===== src/hdl/relay_pkg.sv =====
`default_nettype none
package relay_pkg;
   // Relay positions
   localparam int          NUM_RELAYS     = 4;
   localparam int          REL_TRIP       = 0;
   localparam int          REL_ALARM      = 1;
   localparam int          REL_AUX1       = 2;
   localparam int          REL_AUX2       = 3;
   localparam logic [3:0]  FORCED_LATCH   = 4'h9;
   localparam logic [3:0]  FORCED_FS      = 4'h8;
   // Conditions: external inputs plus the overload trip at the top bit
   localparam int          COND_W         = 16;
   localparam int          EXT_COND_W     = 15;
   localparam int          OVL_BIT        = 15;
   // Register offsets
   localparam int          ADDR_W         = 8;
   localparam logic [7:0]  ADDR_MAP0      = 8'h00;
   localparam logic [7:0]  ADDR_MAP1      = 8'h04;
   localparam logic [7:0]  ADDR_MAP2      = 8'h08;
   localparam logic [7:0]  ADDR_MAP3      = 8'h0C;
   localparam logic [7:0]  ADDR_LATCH     = 8'h10;
   localparam logic [7:0]  ADDR_FAILSAFE  = 8'h14;
   localparam logic [7:0]  ADDR_STATUS    = 8'h18;
   localparam logic [7:0]  ADDR_DISPLAY   = 8'h1C;
   localparam logic [7:0]  ADDR_FLASH     = 8'h20;
   localparam logic [7:0]  ADDR_THERMAL   = 8'h24;
   // Reset values
   localparam logic [15:0] RST_MAP        = 16'h0000;
   localparam logic [3:0]  RST_LATCH      = 4'h0;
   localparam logic [3:0]  RST_FAILSAFE   = 4'h0;
   localparam logic [15:0] RST_THERMAL    = 16'h0000;
   // Field positions
   localparam int          ST_ACTIVE_LSB  = 0;
   localparam int          ST_COIL_LSB    = 4;
   localparam int          ST_OVL_BIT     = 8;
   localparam int          ST_FLASH_BIT   = 9;
   localparam int          DSP_LINE_LSB   = 0;
   localparam int          DSP_PAGE_LSB   = 8;
   localparam int          DSP_MODE_LSB   = 12;
   // Display geometry
   localparam int          DISP_ROWS      = 2;
   localparam int          DISP_COLS      = 24;
   localparam int          LINE_W         = 8;
   localparam int          PAGE_W         = 4;
   // Thermal memory, full scale stands for 100 percent
   localparam int          THERM_W        = 16;
   localparam logic [15:0] THERM_FULL     = 16'h2710;
   // Flash message time
   localparam int          FLASH_TIME_MS  = 2000;
   localparam int          CLK_FREQ_KHZ   = 100000;
   localparam int          FLASH_CYCLES   = FLASH_TIME_MS * CLK_FREQ_KHZ;

   typedef enum logic [3:0] {
      MODE_ACTUAL    = 4'h1,
      MODE_SETPOINT  = 4'h2,
      MODE_HELP      = 4'h4,
      MODE_TRIPALARM = 4'h8
   } disp_mode_type;

   typedef struct packed {
      disp_mode_type         mode;
      logic [PAGE_W-1:0]     page;
      logic [LINE_W-1:0]     line;
   } disp_view_type;
endpackage
`default_nettype wire


===== src/hdl/output_relay_logic.sv =====
// Operation
// - A relay turns active when any condition mapped to it is present.
// - A relay stays inactive while none of its mapped conditions is present.
// - A latching relay stays active until reset key or external reset.
// - Trip and second auxiliary relays always latch.
// - A non-latching relay drops out by itself once its conditions clear.
// - Fail-safe relay: coil energized when inactive, released when active.
// - Second auxiliary relay always uses fail-safe coil polarity.
// - Non-fail-safe relay: coil released when inactive, energized when active.
// - A flash message shows for two seconds, then the prior line returns.
// - A line is two rows of 24 characters; exactly one line shows.
// - Thermal accumulator reaching full scale raises an overload trip.
// - Four display modes; actual values and setpoints have pages.
`timescale 1ns/1ps
`default_nettype none
module output_relay_logic
   import relay_pkg::*;
#(
   parameter int FLASH_CNT = FLASH_CYCLES
) (
   // Clock and reset
   input  wire logic                  sys_clk_in,
   input  wire logic                  rst_n_in,
   // Register port
   input  wire logic [ADDR_W-1:0]     reg_addr_in,
   input  wire logic [31:0]           reg_wdata_in,
   input  wire logic                  reg_wr_in,
   input  wire logic                  reg_rd_in,
   output logic      [31:0]           reg_rdata_out,
   // Protection conditions and thermal model steps
   input  wire logic [EXT_COND_W-1:0] cond_in,
   input  wire logic                  heat_valid_in,
   input  wire logic [THERM_W-1:0]    heat_amt_in,
   input  wire logic                  cool_valid_in,
   input  wire logic [THERM_W-1:0]    cool_amt_in,
   // Operator reset
   input  wire logic                  reset_key_in,
   input  wire logic                  ext_reset_in,
   // Flash request from keys or timers
   input  wire logic                  flash_req_in,
   input  wire logic [LINE_W-1:0]     flash_line_in,
   // Relay outputs
   output logic      [NUM_RELAYS-1:0] relay_active_out,
   output logic      [NUM_RELAYS-1:0] coil_out,
   output logic                       overload_trip_out,
   // Display view
   output disp_view_type              disp_view_out,
   output logic                       flash_active_out
);

   logic [COND_W-1:0]     map_r [NUM_RELAYS];
   logic [NUM_RELAYS-1:0] latch_r;
   logic [NUM_RELAYS-1:0] fs_r;
   logic [NUM_RELAYS-1:0] active_r;
   logic [NUM_RELAYS-1:0] hit;
   logic [NUM_RELAYS-1:0] eff_latch;
   logic [NUM_RELAYS-1:0] eff_fs;
   logic [THERM_W-1:0]    therm_r;
   logic [THERM_W:0]      therm_sum;
   logic                  overload;
   logic [COND_W-1:0]     all_cond;
   logic                  rst_req;
   disp_view_type         sel_r;
   disp_view_type         view_r;
   logic                  flash_r;
   logic [31:0]           flash_cnt_r;
   logic [LINE_W-1:0]     flash_line_r;
   logic                  flash_go;
   logic [LINE_W-1:0]     flash_go_line;
   logic [31:0]           rdata_r;

   function automatic disp_mode_type sel_to_mode(input logic [1:0] sel);
      case (sel)
         2'h0:    sel_to_mode = MODE_ACTUAL;
         2'h1:    sel_to_mode = MODE_SETPOINT;
         2'h2:    sel_to_mode = MODE_HELP;
         default: sel_to_mode = MODE_TRIPALARM;
      endcase
   endfunction

   function automatic logic [1:0] mode_to_sel(input disp_mode_type m);
      case (m)
         MODE_ACTUAL:   mode_to_sel = 2'h0;
         MODE_SETPOINT: mode_to_sel = 2'h1;
         MODE_HELP:     mode_to_sel = 2'h2;
         default:       mode_to_sel = 2'h3;
      endcase
   endfunction

   function automatic logic wr_at(input logic [ADDR_W-1:0] a);
      wr_at = reg_wr_in && (reg_addr_in == a);
   endfunction

   assign overload  = (therm_r >= THERM_FULL);
   assign all_cond  = {overload, cond_in};
   assign rst_req   = reset_key_in | ext_reset_in;
   assign eff_latch = latch_r | FORCED_LATCH;
   assign eff_fs    = fs_r | FORCED_FS;

   // Per-relay activation and coil drive
   genvar gi;
   generate
      for (gi = 0; gi < NUM_RELAYS; gi++) begin : g_relay
         assign hit[gi] = |(all_cond & map_r[gi]);

         always_ff @(posedge sys_clk_in or negedge rst_n_in) begin
            if (!rst_n_in) begin
               map_r[gi] <= RST_MAP;
            end else if (wr_at(ADDR_MAP0 + 8'(4 * gi))) begin
               map_r[gi] <= reg_wdata_in[COND_W-1:0];
            end
         end

         // Present condition wins over a reset request
         always_ff @(posedge sys_clk_in or negedge rst_n_in) begin
            if (!rst_n_in) begin
               active_r[gi] <= 1'b0;
            end else if (hit[gi]) begin
               active_r[gi] <= 1'b1;
            end else if (eff_latch[gi] && !rst_req) begin
               active_r[gi] <= active_r[gi];
            end else begin
               active_r[gi] <= 1'b0;
            end
         end

         // Fail-safe coils drop when power fails, so trip shows then
         assign coil_out[gi] = eff_fs[gi] ? ~active_r[gi]
                                          : active_r[gi];
      end
   endgenerate

   assign relay_active_out  = active_r;
   assign overload_trip_out = overload;

   // Configuration registers
   always_ff @(posedge sys_clk_in or negedge rst_n_in) begin
      if (!rst_n_in) begin
         latch_r <= RST_LATCH;
         fs_r    <= RST_FAILSAFE;
      end else begin
         if (wr_at(ADDR_LATCH)) begin
            latch_r <= reg_wdata_in[NUM_RELAYS-1:0];
         end
         if (wr_at(ADDR_FAILSAFE)) begin
            fs_r <= reg_wdata_in[NUM_RELAYS-1:0];
         end
      end
   end

   // Thermal memory, saturating; a software write overrides steps
   always_comb begin
      therm_sum = {1'b0, therm_r};
      if (heat_valid_in) begin
         therm_sum = therm_sum + {1'b0, heat_amt_in};
      end
      if (cool_valid_in) begin
         if (therm_sum > {1'b0, cool_amt_in}) begin
            therm_sum = therm_sum - {1'b0, cool_amt_in};
         end else begin
            therm_sum = '0;
         end
      end
      if (therm_sum > {1'b0, THERM_FULL}) begin
         therm_sum = {1'b0, THERM_FULL};
      end
   end

   always_ff @(posedge sys_clk_in or negedge rst_n_in) begin
      if (!rst_n_in) begin
         therm_r <= RST_THERMAL;
      end else if (wr_at(ADDR_THERMAL)) begin
         therm_r <= reg_wdata_in[THERM_W-1:0];
      end else begin
         therm_r <= therm_sum[THERM_W-1:0];
      end
   end

   // Display selection; pages exist only in two modes
   always_ff @(posedge sys_clk_in or negedge rst_n_in) begin
      if (!rst_n_in) begin
         sel_r <= '{mode: MODE_ACTUAL, page: '0, line: '0};
      end else if (wr_at(ADDR_DISPLAY)) begin
         sel_r.mode <= sel_to_mode(reg_wdata_in[DSP_MODE_LSB +: 2]);
         sel_r.line <= reg_wdata_in[DSP_LINE_LSB +: LINE_W];
         if (reg_wdata_in[DSP_MODE_LSB+1]) begin
            sel_r.page <= '0;
         end else begin
            sel_r.page <= reg_wdata_in[DSP_PAGE_LSB +: PAGE_W];
         end
      end
   end

   // Flash timer; a new request restarts the two seconds
   assign flash_go      = flash_req_in | wr_at(ADDR_FLASH);
   assign flash_go_line = flash_req_in ? flash_line_in
                                       : reg_wdata_in[LINE_W-1:0];

   always_ff @(posedge sys_clk_in or negedge rst_n_in) begin
      if (!rst_n_in) begin
         flash_r      <= 1'b0;
         flash_cnt_r  <= '0;
         flash_line_r <= '0;
      end else if (flash_go) begin
         flash_r      <= 1'b1;
         flash_cnt_r  <= 32'(FLASH_CNT - 1);
         flash_line_r <= flash_go_line;
      end else if (flash_r) begin
         if (flash_cnt_r == '0) begin
            flash_r <= 1'b0;
         end else begin
            flash_cnt_r <= flash_cnt_r - 32'h1;
         end
      end
   end

   // Exactly one line shown: the flash line overlays the selection
   always_ff @(posedge sys_clk_in or negedge rst_n_in) begin
      if (!rst_n_in) begin
         view_r <= '{mode: MODE_ACTUAL, page: '0, line: '0};
      end else begin
         view_r.mode <= sel_r.mode;
         view_r.page <= sel_r.page;
         view_r.line <= flash_r ? flash_line_r : sel_r.line;
      end
   end

   assign disp_view_out    = view_r;
   assign flash_active_out = flash_r;

   // Read port; unmapped offsets read zero
   always_ff @(posedge sys_clk_in or negedge rst_n_in) begin
      if (!rst_n_in) begin
         rdata_r <= '0;
      end else if (reg_rd_in) begin
         rdata_r <= '0;
         case (reg_addr_in)
            ADDR_MAP0:     rdata_r[COND_W-1:0] <= map_r[REL_TRIP];
            ADDR_MAP1:     rdata_r[COND_W-1:0] <= map_r[REL_ALARM];
            ADDR_MAP2:     rdata_r[COND_W-1:0] <= map_r[REL_AUX1];
            ADDR_MAP3:     rdata_r[COND_W-1:0] <= map_r[REL_AUX2];
            ADDR_LATCH:    rdata_r[NUM_RELAYS-1:0] <= latch_r;
            ADDR_FAILSAFE: rdata_r[NUM_RELAYS-1:0] <= fs_r;
            ADDR_STATUS: begin
               rdata_r[ST_ACTIVE_LSB +: NUM_RELAYS] <= active_r;
               rdata_r[ST_COIL_LSB +: NUM_RELAYS]   <= coil_out;
               rdata_r[ST_OVL_BIT]                  <= overload;
               rdata_r[ST_FLASH_BIT]                <= flash_r;
            end
            ADDR_DISPLAY: begin
               rdata_r[DSP_LINE_LSB +: LINE_W] <= sel_r.line;
               rdata_r[DSP_PAGE_LSB +: PAGE_W] <= sel_r.page;
               rdata_r[DSP_MODE_LSB +: 2]      <= mode_to_sel(sel_r.mode);
            end
            ADDR_FLASH:    rdata_r[LINE_W-1:0] <= flash_line_r;
            ADDR_THERMAL:  rdata_r[THERM_W-1:0] <= therm_r;
            default:       rdata_r <= '0;
         endcase
      end
   end

   assign reg_rdata_out = rdata_r;

   // Checks
   AST_ACT_ON_COND: assert property (@(posedge sys_clk_in)
      disable iff (!rst_n_in) (hit != '0) |=> ((active_r & $past(hit)) ==
      $past(hit))) else $error("mapped condition did not activate relay");
   AST_IDLE_NO_COND: assert property (@(posedge sys_clk_in)
      disable iff (!rst_n_in) $rose(active_r[REL_ALARM]) |->
      $past(hit[REL_ALARM])) else $error("relay activated without cause");
   AST_LATCH_HOLD: assert property (@(posedge sys_clk_in)
      disable iff (!rst_n_in) (active_r[REL_ALARM] && latch_r[REL_ALARM]
      && !rst_req) |=> active_r[REL_ALARM])
      else $error("latched relay dropped without reset");
   AST_TRIP_LATCHED: assert property (@(posedge sys_clk_in)
      disable iff (!rst_n_in) (active_r[REL_TRIP] && !rst_req) |=>
      active_r[REL_TRIP]) else $error("trip relay did not latch");
   AST_AUX2_LATCHED: assert property (@(posedge sys_clk_in)
      disable iff (!rst_n_in) (active_r[REL_AUX2] && !rst_req) |=>
      active_r[REL_AUX2]) else $error("aux2 relay did not latch");
   AST_UNLATCH_DROP: assert property (@(posedge sys_clk_in)
      disable iff (!rst_n_in) (!hit[REL_AUX1] && !latch_r[REL_AUX1]) |=>
      !active_r[REL_AUX1]) else $error("unlatched relay stayed active");
   AST_COIL_POL: assert property (@(posedge sys_clk_in)
      disable iff (!rst_n_in) (coil_out[REL_AUX1] ==
      (fs_r[REL_AUX1] ^ active_r[REL_AUX1])))
      else $error("coil polarity wrong");
   AST_AUX2_FS: assert property (@(posedge sys_clk_in)
      disable iff (!rst_n_in) !active_r[REL_AUX2] |-> coil_out[REL_AUX2])
      else $error("aux2 coil not energized while idle");
   AST_FLASH_END: assert property (@(posedge sys_clk_in)
      disable iff (!rst_n_in) $fell(flash_r) |-> $past(flash_cnt_r) == '0)
      else $error("flash ended early");
   AST_FLASH_START: assert property (@(posedge sys_clk_in)
      disable iff (!rst_n_in) flash_go |=> flash_r ##1
      (view_r.line == $past(flash_line_r)))
      else $error("flash message not shown");
   AST_LINE_RESTORE: assert property (@(posedge sys_clk_in)
      disable iff (!rst_n_in) $fell(flash_r) && !flash_go |=>
      (view_r.line == $past(sel_r.line))) else $error("line not restored");
   AST_OVL_TRIP: assert property (@(posedge sys_clk_in)
      disable iff (!rst_n_in) (therm_r >= THERM_FULL &&
      map_r[REL_TRIP][OVL_BIT]) |=> active_r[REL_TRIP])
      else $error("full thermal memory did not trip");
   AST_MODE_ONEHOT: assert property (@(posedge sys_clk_in)
      disable iff (!rst_n_in) $onehot(sel_r.mode) &&
      (!(sel_r.mode inside {MODE_HELP, MODE_TRIPALARM}) || sel_r.page == '0))
      else $error("bad display mode or page");
   AST_RESET_IGNORED: assert property (@(posedge sys_clk_in)
      disable iff (!rst_n_in) (hit[REL_TRIP] && rst_req) |=>
      active_r[REL_TRIP]) else $error("reset cleared a present condition");

   COV_LATCH_RESET: cover property (@(posedge sys_clk_in)
      disable iff (!rst_n_in) active_r[REL_TRIP] ##1 !active_r[REL_TRIP]);
   COV_FLASH_DONE: cover property (@(posedge sys_clk_in)
      disable iff (!rst_n_in) $fell(flash_r));
   COV_OVERLOAD: cover property (@(posedge sys_clk_in)
      disable iff (!rst_n_in) $rose(overload));
   COV_UNLATCH: cover property (@(posedge sys_clk_in)
      disable iff (!rst_n_in) $fell(active_r[REL_ALARM]) && !rst_req);

endmodule // output_relay_logic
`default_nettype wire


===== config.mk =====
export PLATFORM = sky130hd
export DESIGN_NAME = output_relay_logic
export DESIGN_NICKNAME = d
export VERILOG_FILES = /design/src/hdl/relay_pkg.sv /design/src/hdl/output_relay_logic.sv
export SDC_FILE = /design/constraint.sdc
export NUM_CORES = 1
export LEC_CHECK = 0
export BUFFER_PORTS_ARGS = -buffer_cell sky130_fd_sc_hd__clkbuf_2
export CELL_PAD_IN_SITES_DETAIL_PLACEMENT = 1
export CELL_PAD_IN_SITES_GLOBAL_PLACEMENT = 2
export CORE_ASPECT_RATIO = 0.9
export CORE_MARGIN = 3
export CORE_UTILIZATION = 37
export CTS_CLUSTER_DIAMETER = 100
export DETAILED_ROUTE_END_ITERATION = 10
export PLACE_DENSITY_LB_ADDON = 0.1
export SYNTH_ARGS = -nofsm -noshare
export SYNTH_HDL_FRONTEND = slang
export SYNTH_SLANG_ARGS = --single-unit
export TNS_END_PERCENT = 20

===== constraint.sdc =====
create_clock -name sys_clk_in -period 5.3 [get_ports sys_clk_in]
set_input_delay 0.53 -clock sys_clk_in [delete_from_list [all_inputs] [get_ports sys_clk_in]]
set_output_delay 0.53 -clock sys_clk_in [all_outputs]
set_load 0.03 [all_outputs]

==> results of run 1 <==
cells in the mapped netlist (all sizes together) (18+ instances only):
cell type,number
clkbuf,26
a21oi,63
dfrtp,179
nand2,82
buf,36
nand3,26
nor2,75
mux2,91
xor2,18
mux2i,49
xnor2,31
inv,47
nor3,26
o21ai,63
o22ai,20
ha,33
layout by cell type (no fill, tap or decap), drive strengths merged, types with 15 or more instances in the layout:
cell      n
conb     16
mux2i    49
a21oi    63
nand4    15
nand2    82
nand3    26
dfrtp   179
o22ai    20
nor3     26
xnor2    31
buf      26
xor2     18
clkbuf  145
mux2     91
inv      54
ha       33
o21ai    63
nor2     75
state kept, by name, indices dropped and copies added (netlist names):
signal,count
relay_active_out,4
sel_r,16
latch_r,4
flash_line_r,8
reg_rdata_out,16
map_r,64
fs_r,4
disp_view_out,16
flash_active_out,1
therm_r,16
flash_cnt_r,32
layout make-up:
class / count / area, sq um / area share (%)
repair buffers: 154 / 852 / 6.77
clock buffers: 17 / 425 / 3.38
well taps: 390 / 488 / 3.88
inverters: 47 / 176 / 1.40
flip-flops and latches: 181 / 4530 / 36.0
multi-input cells: 825 / 5940 / 47.3
clock inverters: 15 / 161 / 1.28
layer usage:
metal  share of wire (%)  vias to the layer above
li1                    -                     4292
met1                  47                     4612
met2                  47                      299
met3                 4.8                       46
met4                 2.0                        0
met5                   0                        -
per-stage QoR:
stage	instances	total power, mW	util (%)	area, sq um
floorplan	1115	2.90	-	11000
global placement	1597	3.52	42.0	12000
detailed placement	1597	3.54	42.0	12000
CTS	1629	4.83	44.1	12600
global route	1629	5.11	44.1	12600
finish	1629	4.81	44.1	12600
power groups by stage:
stage / Clock (mW) / Sequential (mW) / Combinational, mW
2_1_floorplan: 0 / 1.61 / 1.28
3_3_place_gp: 0 / 1.63 / 1.90
3_5_place_dp: 0 / 1.63 / 1.91
4_1_cts: 1.30 / 1.60 / 1.93
5_1_grt: 1.36 / 1.61 / 2.13
6_report: 1.27 / 1.60 / 1.94
cell families (layout without fill, tap and decap cells):
| group | count (synthesis) | in the layout |
|---|---|---|
| AO/OA/AOI/OAI | 287 | 287 |
| XOR/XNOR | 49 | 49 |
| adder cells (fa/ha/maj) | 35 | 35 |
| buffers and inverters | 109 | 233 |
| flip-flops | 181 | 181 |
| multiplexers | 141 | 141 |
| other | 1 | 16 |
| AND/OR/NAND/NOR | 297 | 297 |
repair_timing:
| item | 4_1_cts | 5_1_grt |
|---|---|---|
| setup endpoints to repair | 0 | 9 |
| gates resized for setup | 0 | 3 |
| hold endpoints to repair | 0 | 0 |
final timing paths:
kind | slack [ns] | from | depth (start not counted) | to
max in group asynchronous | 4.12 | rst_n_in | 2 | flash_cnt_r[21]
setup reg to reg | 0.41 | therm_r[0] | 18 | therm_r[0]
hold / removal | 0.11 | rst_n_in | 1 | disp_view_out[11]
setup / recovery | 0.41 | therm_r[0] | 18 | therm_r[0]
min in group sys_clk_in | 0.38 | flash_line_in[1] | 3 | flash_line_r[1]
hold reg to reg | 0.40 | sel_r[12] | 0 | disp_view_out[12]
==> results.md, run 1 <==
- Sequential fraction of the synthesis area: 41.5%
- Synthesized flop and latch total: 181
- CTS tree: yes
- P_int: about 2.9 mW
- F_max: 205 MHz
- Crit path cell chain: ha_1 -> fa_1 -> a211oi_2 -> o21ai_2 -> a311oi_4 -> xnor2_1 -> mux2_4 -> ha_1 -> nand4_1 -> nor4_1 -> nor3_1 -> a32oi_1 -> and2_1 -> nand2_1 -> a311oi_2 -> o21ai_2 -> buf_4 -> o31ai_1
- Hpwl dp: ~28 mm
- DIE AREA: 0.0316 sq mm
- Ant diodes: 0
- Share of power burned in registers: 33.3%
- Setup TNS: 0 ns
- Fin. Hold Viols: 0
- First-pass GRT wire length: 57.7 mm
- Critical path's largest stage delay: 0.42 ns
- Clock Path Buffers: 2
- Mux cell area share after synthesis: 14.1%
- Crit path max fanout: 7
- Core area: 0.0285 sq mm
- Routed Antenna Nets: 0
- Adder-cell share of the synthesized area: 4.15%
- DRC Markers: 0
- Mapped cell area: 0.0109 sq mm
- Clock power share: 26.5%
- Synth cell types: 79
- FP Rows: 58
- XOR/XNOR share of the synthesized area: about 3.9%
- GRT overflow: 0
- Via-to-Cell Ratio: 5.68
- Final worst slack: 0.411 ns
- Initial Utilization: 38.3%
- Logic gate share of total power: 40.2%
- Synth-to-Final Area Change: 15.3%
- Status: completed
- Root Driver: clkbuf_16
- Die width: 187 um
- Post-Synth Simple-Gate Area: 13.7%
- Die height: 169 um
- Via count: 9249
- EDFF count, synth: 0
- Crit end category: register
- Worst path bufs/invs: 1
- Worst-Skew Late Latency: 0.44 ns
- H-tree levels: 4
- Ranking of synthesized cells by area: dfrtp_1 (41%), mux2_2 (9.3%), mux2i_1 (4.5%)
- Total CTS buffers: 17
- Setup Skew: around 0.010 ns
- Share of synthesized registers carrying an async set or reset: 100%
- Setup bufs post-CTS: 0
- GRT met1 Usage: 32.9%
- GP Congestion: 0.867
- Min Tclk post-route: 4.89 ns
- Num Clock Sinks: 181
- Routed wire length per instance: 22.7 um
- Avg Inst Size Synth: approximately 9.9 sq um
- Fill cells: 3276
- Switching share of power: 40.4%
- Port Buffer Count: roughly 130
- Delay-heaviest family, CP: compound AO/OA/AOI/OAI gates
- Met3 GRT Util: 3.19%
- Busiest layer in global routing: met2
- Crit-path slowest cell: fa_1
- Synth Area in Compound Gates: 17.9%
- Power Density: 383 mW/mm^2
- DRT iter0 DRCs: 643
- Slew @ Worst Pin: ~1.1 ns
- Number of global-route vias before repair: about 9500
- Critical path class: reg -> reg
- Max IR drop VDD: roughly 0.00021 V
- Share of layout cells above drive strength 1: 24.9%
- Largest family of logic cells by synthesized area: compound AO/OA/AOI/OAI gates
- Critical Path Start Type: register
- Cells after synthesis: 1100
- Max_cap viols: 0
- Final worst-path cycle share: between 90% and 100%
- HP Class: in -> async
- Post-CTS Hold Buffers: 0
- Required @ worst endpoint: 5.64 ns
- Fin. max-slew vios: 0
- Post-place setup slack: around 0.071 ns
- RSZ-0062 raised after global routing: false
- GR Util All Layers: 23.5%
- WL final: 36.9 mm
- Slew headroom: 25.2%
- DR pass1 iterations: 5
- Data arrival time of the worst path: 5.23 ns
- CTS clock-pin slew for the worst setup and hold paths: 0.08 ns
- Ports: between 150 and 200
- Initial antenna violation count: 0
- Final setup violation count: 0
- Dominant synthesized flop cell: dfrtp_1
- Area leader, netlist: dfrtp_1
- Sw power: 1.95 mW
- Hold Worst Slack: 0.105 ns
- Met2 Use GR: 38.5%
- Area share of the largest cell type after synthesis: 41.1%
- Largest net degree at the start of global routing: ~110
- Yosys warning total: 0
- Lkg Pwr: between 5 and 6 nW
- Nets@finish: 1365
Note: power is estimated with default switching activity, not from simulation.
==> run 2, diff against run 1 <==
GPL_TIMING_DRIVEN = 0   (was default)
==> run 2 against run 1 <==
Net effect: worst hold slack worse by 0.077 ns; clock power rose by 10%; critical path depth stayed put; count of clock-buffer cells in the layout up 2; register-to-register slack lost 0.11 ns; critical endpoint is now therm_r[5]; non-clock buffer count grew 39; flip-flop and latch count unchanged; design area grew 2.6%; sequential share of layout area is 0.89 points lower.
==> results.md, run 2 (synthesis gave the netlist of run 1 again) <==
- Status: completed
- Core area: 0.0285 sq mm
- Min Tclk post-route: 5.00 ns
- Critical path class: reg -> reg
- GP Congestion: slightly above 0.9
- CP startpoint: therm_r[2]
- Largest registers: map_r: 64 flops, flash_cnt_r: 32 flops
- Routed wire length per instance: 23.1 um
- Ant diodes: 0
- DIE AREA: roughly 0.032 sq mm
- Top reg by flops: map_r
- GRT met1 Usage: between 30% and 40%
- Busiest layer in global routing: met2
- CTS tree: yes
- Overall power: 4.97 mW
- F_max: 200 MHz
- Crit path max fanout: 10
- Clock Path Buffers: 2
- Crit end category: register
- Final instance area: 0.0129 sq mm
- Setup Skew: 0.0133 ns
- FF-to-FF Start: therm_r[2]
- Initial antenna violation count: 0
- Post-CTS Hold Buffers: 0
- Die width: 187 um
- Share of layout cells above drive strength 1: 25.6%
- Via count: 9358
- Most common cell after layout, fill and taps aside: dfrtp_1
- Fin. Hold Viols: 0
- Power Density: between 300 and 400 mW/mm^2
- Max_cap viols: 0
- Met3 GRT Util: 3.54%
- DRC Markers: 0
- Worst-Skew Late Latency: 0.44 ns
- Required @ worst endpoint: 5.64 ns
- First-pass GRT wire length: about 59 mm
- Cell count of the worst reg-to-reg path: 18
- Initial Utilization: 38.3%
- Max IR drop VDD: 0.000251 V
- Largest register FFs: 64
- Nets@finish: 1404
- Routed Antenna Nets: 0
- Internal reg-to-reg setup slack: 0.30 ns
- HP Class: in -> async
- DP Area: approximately 0.012 sq mm
- Cell Count, Final, Fillers Out: 1668
- Slew @ Worst Pin: 1.03 ns
- DR pass1 iterations: 6
- GRT overflow: 0
- Met2 Use GR: between 40% and 50%
- Hpwl dp: 29.7 mm
- Crit path to: therm_r[5]
- Synth-to-Final Area Change: 18.3%
- FF-to-FF End: therm_r[5]
- Most frequent cells in the layout: dfrtp_1 (178), clkbuf_2 (126), mux2_2 (90)
- Critical Path Start Type: register
- GR Util All Layers: 24.2%
- Data arrival time of the worst path: 5.34 ns
- Via-to-Cell Ratio: 5.61
- Root Driver: clkbuf_16
- Largest net degree at the start of global routing: 69
- H-tree levels: 4
- Number of global-route vias before repair: between 9000 and 10000
- Fin. max-slew vios: 0
- Final worst-path cycle share: 94.4%
- Slew headroom: between 30% and 40%
- Die height: 169 um
- FP Rows: 58
- Final setup violation count: 0
- WL final: 38.5 mm
- CTS clock-pin slew for the worst setup and hold paths: 0.08 ns
- Lkg Pwr: approximately 6 nW
- Port Buffer Count: between 100 and 150
- Ports: about 160
- Dpl cells: 1634
- DRT iter0 DRCs: ~750
- Num Clock Sinks: 181
- Total CTS buffers: 17
run 2: layout make-up:
cell class,count,area (sq um)
Fill cell,3217,15600
Sequential cell,181,4530
Tap cell,390,488
Buffer,59,320
Clock inverter,13,194
Clock buffer,19,433
Timing Repair Buffer,134,737
Multi-Input combinational cell,825,6020
Inverter,47,176
run 2: stage by stage:
step	worst slack (ns)	util, %	hold slack [ns]	setup TNS (ns)
floorplan	0.767	-	0.234	0
global placement	-0.273	42.4	0.388	-2.93
detailed placement	-0.299	42.6	0.390	-2.88
CTS	0.0227	44.9	0.0359	0
global route	-0.0259	45.2	0.0479	-0.0587
finish	0.299	45.2	0.0286	0
run 2: layer usage:
metal  share of wire [%]  up-vias
met5                   0        -
met4                 2.4        0
met3                 4.6       58
met2                  46      275
met1                  47     4661
li1                    -     4364
run 2: critical path, stage by stage (launching register included):
cell and delay (ns):
dfrtp_1 0.48, ha_1 0.42, o211ai_1 0.25, o21ai_1 0.17
a31oi_1 0.32, o21ai_0 0.15, xor2_1 0.19, a21o_1 0.25
ha_1 0.44, nand3_1 0.17, nor4_2 0.29, nand3_1 0.17
a32oi_2 0.26, and2_4 0.19, nand2_1 0.12, a311oi_2 0.39
o21ai_2 0.16, buf_4 0.21, o31ai_1 0.25
run 2: worst min path at each step:
| stage | to | slack [ns] |
|---|---|---|
| finish | disp_view_out[8] | 0.03 |
| global route | disp_view_out[8] | 0.05 |
| CTS | disp_view_out[8] | 0.04 |
| detailed placement | disp_view_out[12] | 0.39 |
| global placement | disp_view_out[12] | 0.39 |
| floorplan | disp_view_out[0] | 0.23 |
run 2: power breakdown:
group	switching (mW)	leakage (nW)	total [mW]	internal [mW]
Clock	0.598	0.309	1.40	0.800
Sequential	0.135	2.34	1.61	1.48
Combinational	1.20	3.18	1.96	0.758
Total	1.93	5.83	4.97	3.04
run 2: repair_timing:
action                     in CTS  in global routing
pin swaps                       2                  8
setup endpoints to repair      13                 13
buffers inserted                1                  4
gates resized for setup         4                 21
==> run 3, diff against run 2 <==
GPL_TIMING_DRIVEN = default   (was 0)
clock period = 5.1 ns   (was 5.3 ns; I/O delays follow)
==> run 3 against run 2 <==
Net effect: combinational power rose by 9%; flip-flop and latch count did not move; clock skew rose by 0.0011 ns; critical path depth did not move; final cell count fell by 1.5%; worst hold slack improved by 0.088 ns; wire length fell by 3.6%; die area did not move; total power rose by 4.7%; via count fell by 1.4%; sequential share of layout area rose by 0.24 points; largest cell class unchanged.
==> results.md, run 3 (synthesis gave the netlist of run 1 again) <==
- F_max: around 210 MHz
- Nets@finish: 1379
- Critical Path Start Type: register
- Root Driver: clkbuf_16
- Cell count of the worst reg-to-reg path: 18
- Crit-path slowest cell: dfrtp_1
- Max IR drop VDD: 0.000255 V
- Largest net degree at the start of global routing: 93
- DR pass1 iterations: 5
- Post-CTS Hold Buffers: 0
- Power Density: a little over 400 mW/mm^2
- Critical path's largest stage delay: 0.40 ns
- Lkg Pwr: 5.79 nW
- Via-to-Cell Ratio: 5.61
- Setup TNS: 0 ns
- Post-place setup slack: -0.0576 ns
- Total CTS buffers: 17
- Fin. Hold Viols: 0
- Final worst slack: roughly 0.36 ns
- GR Util All Layers: 23.4%
- DP Area: 0.0121 sq mm
- Port Buffer Count: 129
- Die height: 169 um
- Synth-to-Final Area Change: 17.4%
- Delay-heaviest family, CP: compound AO/OA/AOI/OAI gates
- FP Rows: a little under 60
- CTS clock-pin slew for the worst setup and hold paths: 0.07 ns
- Share of layout cells above drive strength 1: 27.0%
- Critical path class: reg -> reg
- GRT overflow: 0
- Final setup violation count: 0
- Clock power share: 27.0%
- Required @ worst endpoint: ~5.4 ns
- Hold Worst Slack: 0.117 ns
- Largest register FFs: 64
- Final instance area: between 0.01 and 0.015 sq mm
- WL final: between 30 and 40 mm
- RSZ-0062 raised after global routing: false
- Max_cap viols: 0
- Hpwl dp: 28.1 mm
- DRT iter0 DRCs: 715
- Via count: roughly 9000
- GP Congestion: 0.874
- Worst path bufs/invs: 1
- Largest registers: map_r: 64 flops, flash_cnt_r: 32 flops
- Switching share of power: 39.3%
- Fin. max-slew vios: 0
- Crit path cell chain: ha_1 -> fa_2 -> a211oi_2 -> o21ai_4 -> a311oi_4 -> xnor2_1 -> mux2_4 -> ha_1 -> nand4_1 -> nor4_2 -> nor3_1 -> a32oi_2 -> and2_4 -> nand2_2 -> a311oi_2 -> o21ai_2 -> buf_4 -> o31ai_2
- Number of global-route vias before repair: 9348
- Final worst-path cycle share: 93.0%
- Min Tclk post-route: 4.74 ns
- HP Class: in -> async
- FF-to-FF Start: therm_r[0]
- Top reg by flops: map_r
- Initial antenna violation count: 0
- Status: completed
- Most common cell after layout, fill and taps aside: dfrtp_1
- Ports: about 160
- Crit path max fanout: 5
- Data arrival time of the worst path: 5.08 ns
- Num Clock Sinks: between 150 and 200
- Initial Utilization: 38.3%
- Internal reg-to-reg setup slack: 0.36 ns
- CTS tree: yes
- FF-to-FF End: therm_r[1]
- Clock Path Buffers: 2
- Routed Antenna Nets: 0
- First-pass GRT wire length: 57.5 mm
- Share of power burned in registers: 32.0%
- Routed wire length per instance: between 20 and 25 um
- Slew @ Worst Pin: 1.02 ns
- Worst-Skew Late Latency: 0.44 ns
- Setup Skew: 0.0144 ns
- Die width: 187 um
- Slew headroom: between 30% and 40%
- P_int: about 3.2 mW
- Fill cells: 3277
- Ant diodes: 0
- CP most frequent cell: ha_1
- DIE AREA: 0.0316 sq mm
- Crit end category: register
- DRC Markers: 0
- Most frequent cells in the layout: dfrtp_1 (179), clkbuf_2 (128), mux2_2 (90)
- Sw power: 2.05 mW
- Logic gate share of total power: 41.1%
- Core area: 0.0285 sq mm
- H-tree levels: 4
## run 3: cell count changes in the layout (fill, tap and decap cells not counted), sizes merged
cell / delta
clkbuf: -24
buf: -1
clkinv: -1
bufinv: -2
inv: +1
clkinvlp: +2
## run 3: how the worst max path moves through the flow
stage / start / end / cells after the start
floorplan: heat_amt_in[0] / therm_r[2] / 19
global placement: heat_amt_in[0] / therm_r[1] / 20
detailed placement: heat_amt_in[0] / therm_r[1] / 19
CTS: therm_r[1] / therm_r[1] / 18
global route: therm_r[4] / therm_r[7] / 19
finish: therm_r[0] / therm_r[1] / 18
## run 3: routing by layer
layer / up-vias / GRT usage, % / share of wire, %
met4: 0 / 5.72 / 1.7
met3: 37 / 3.23 / 4.1
met2: 236 / 37.7 / 46
met1: 4632 / 33.4 / 48
li1: 4320 / - / -
met5: - / 0 / 0
## run 3: area by class of cell
cell class                      instances  area [sq um]  share of cell area [%]
Multi-Input combinational cell        825          6050                    47.2
Timing Repair Buffer                  168           957                    7.47
Sequential cell                       181          4530                    35.4
Clock inverter                         13           165                    1.29
Clock buffer                           19           443                    3.46
Inverter                               47           176                    1.38
Tap cell                              390           488                    3.81
## run 3: stage by stage
stage                     total power [mW]  instances  util (%)
after floorplan                       3.01       1115         -
after global placement                3.70       1610      42.4
after detailed placement              3.73       1610      42.4
after CTS                             5.15       1642      44.5
after global routing                  5.52       1643      44.9
final                                 5.20       1643      44.9
## run 3: power groups by stage
stage                     sequential [mW]  combinational, mW  clock [mW]
after global placement               1.69               2.02           0
after CTS                            1.66               2.05        1.43
after detailed placement             1.69               2.04           0
final                                1.66               2.14        1.40
after global routing                 1.68               2.34        1.50
after floorplan                      1.68               1.33           0
## run 3: what timing repair did
item,in CTS,in global routing
endpoints found under the setup margin,0,13
gates resized for setup,0,22
buffers inserted,0,1
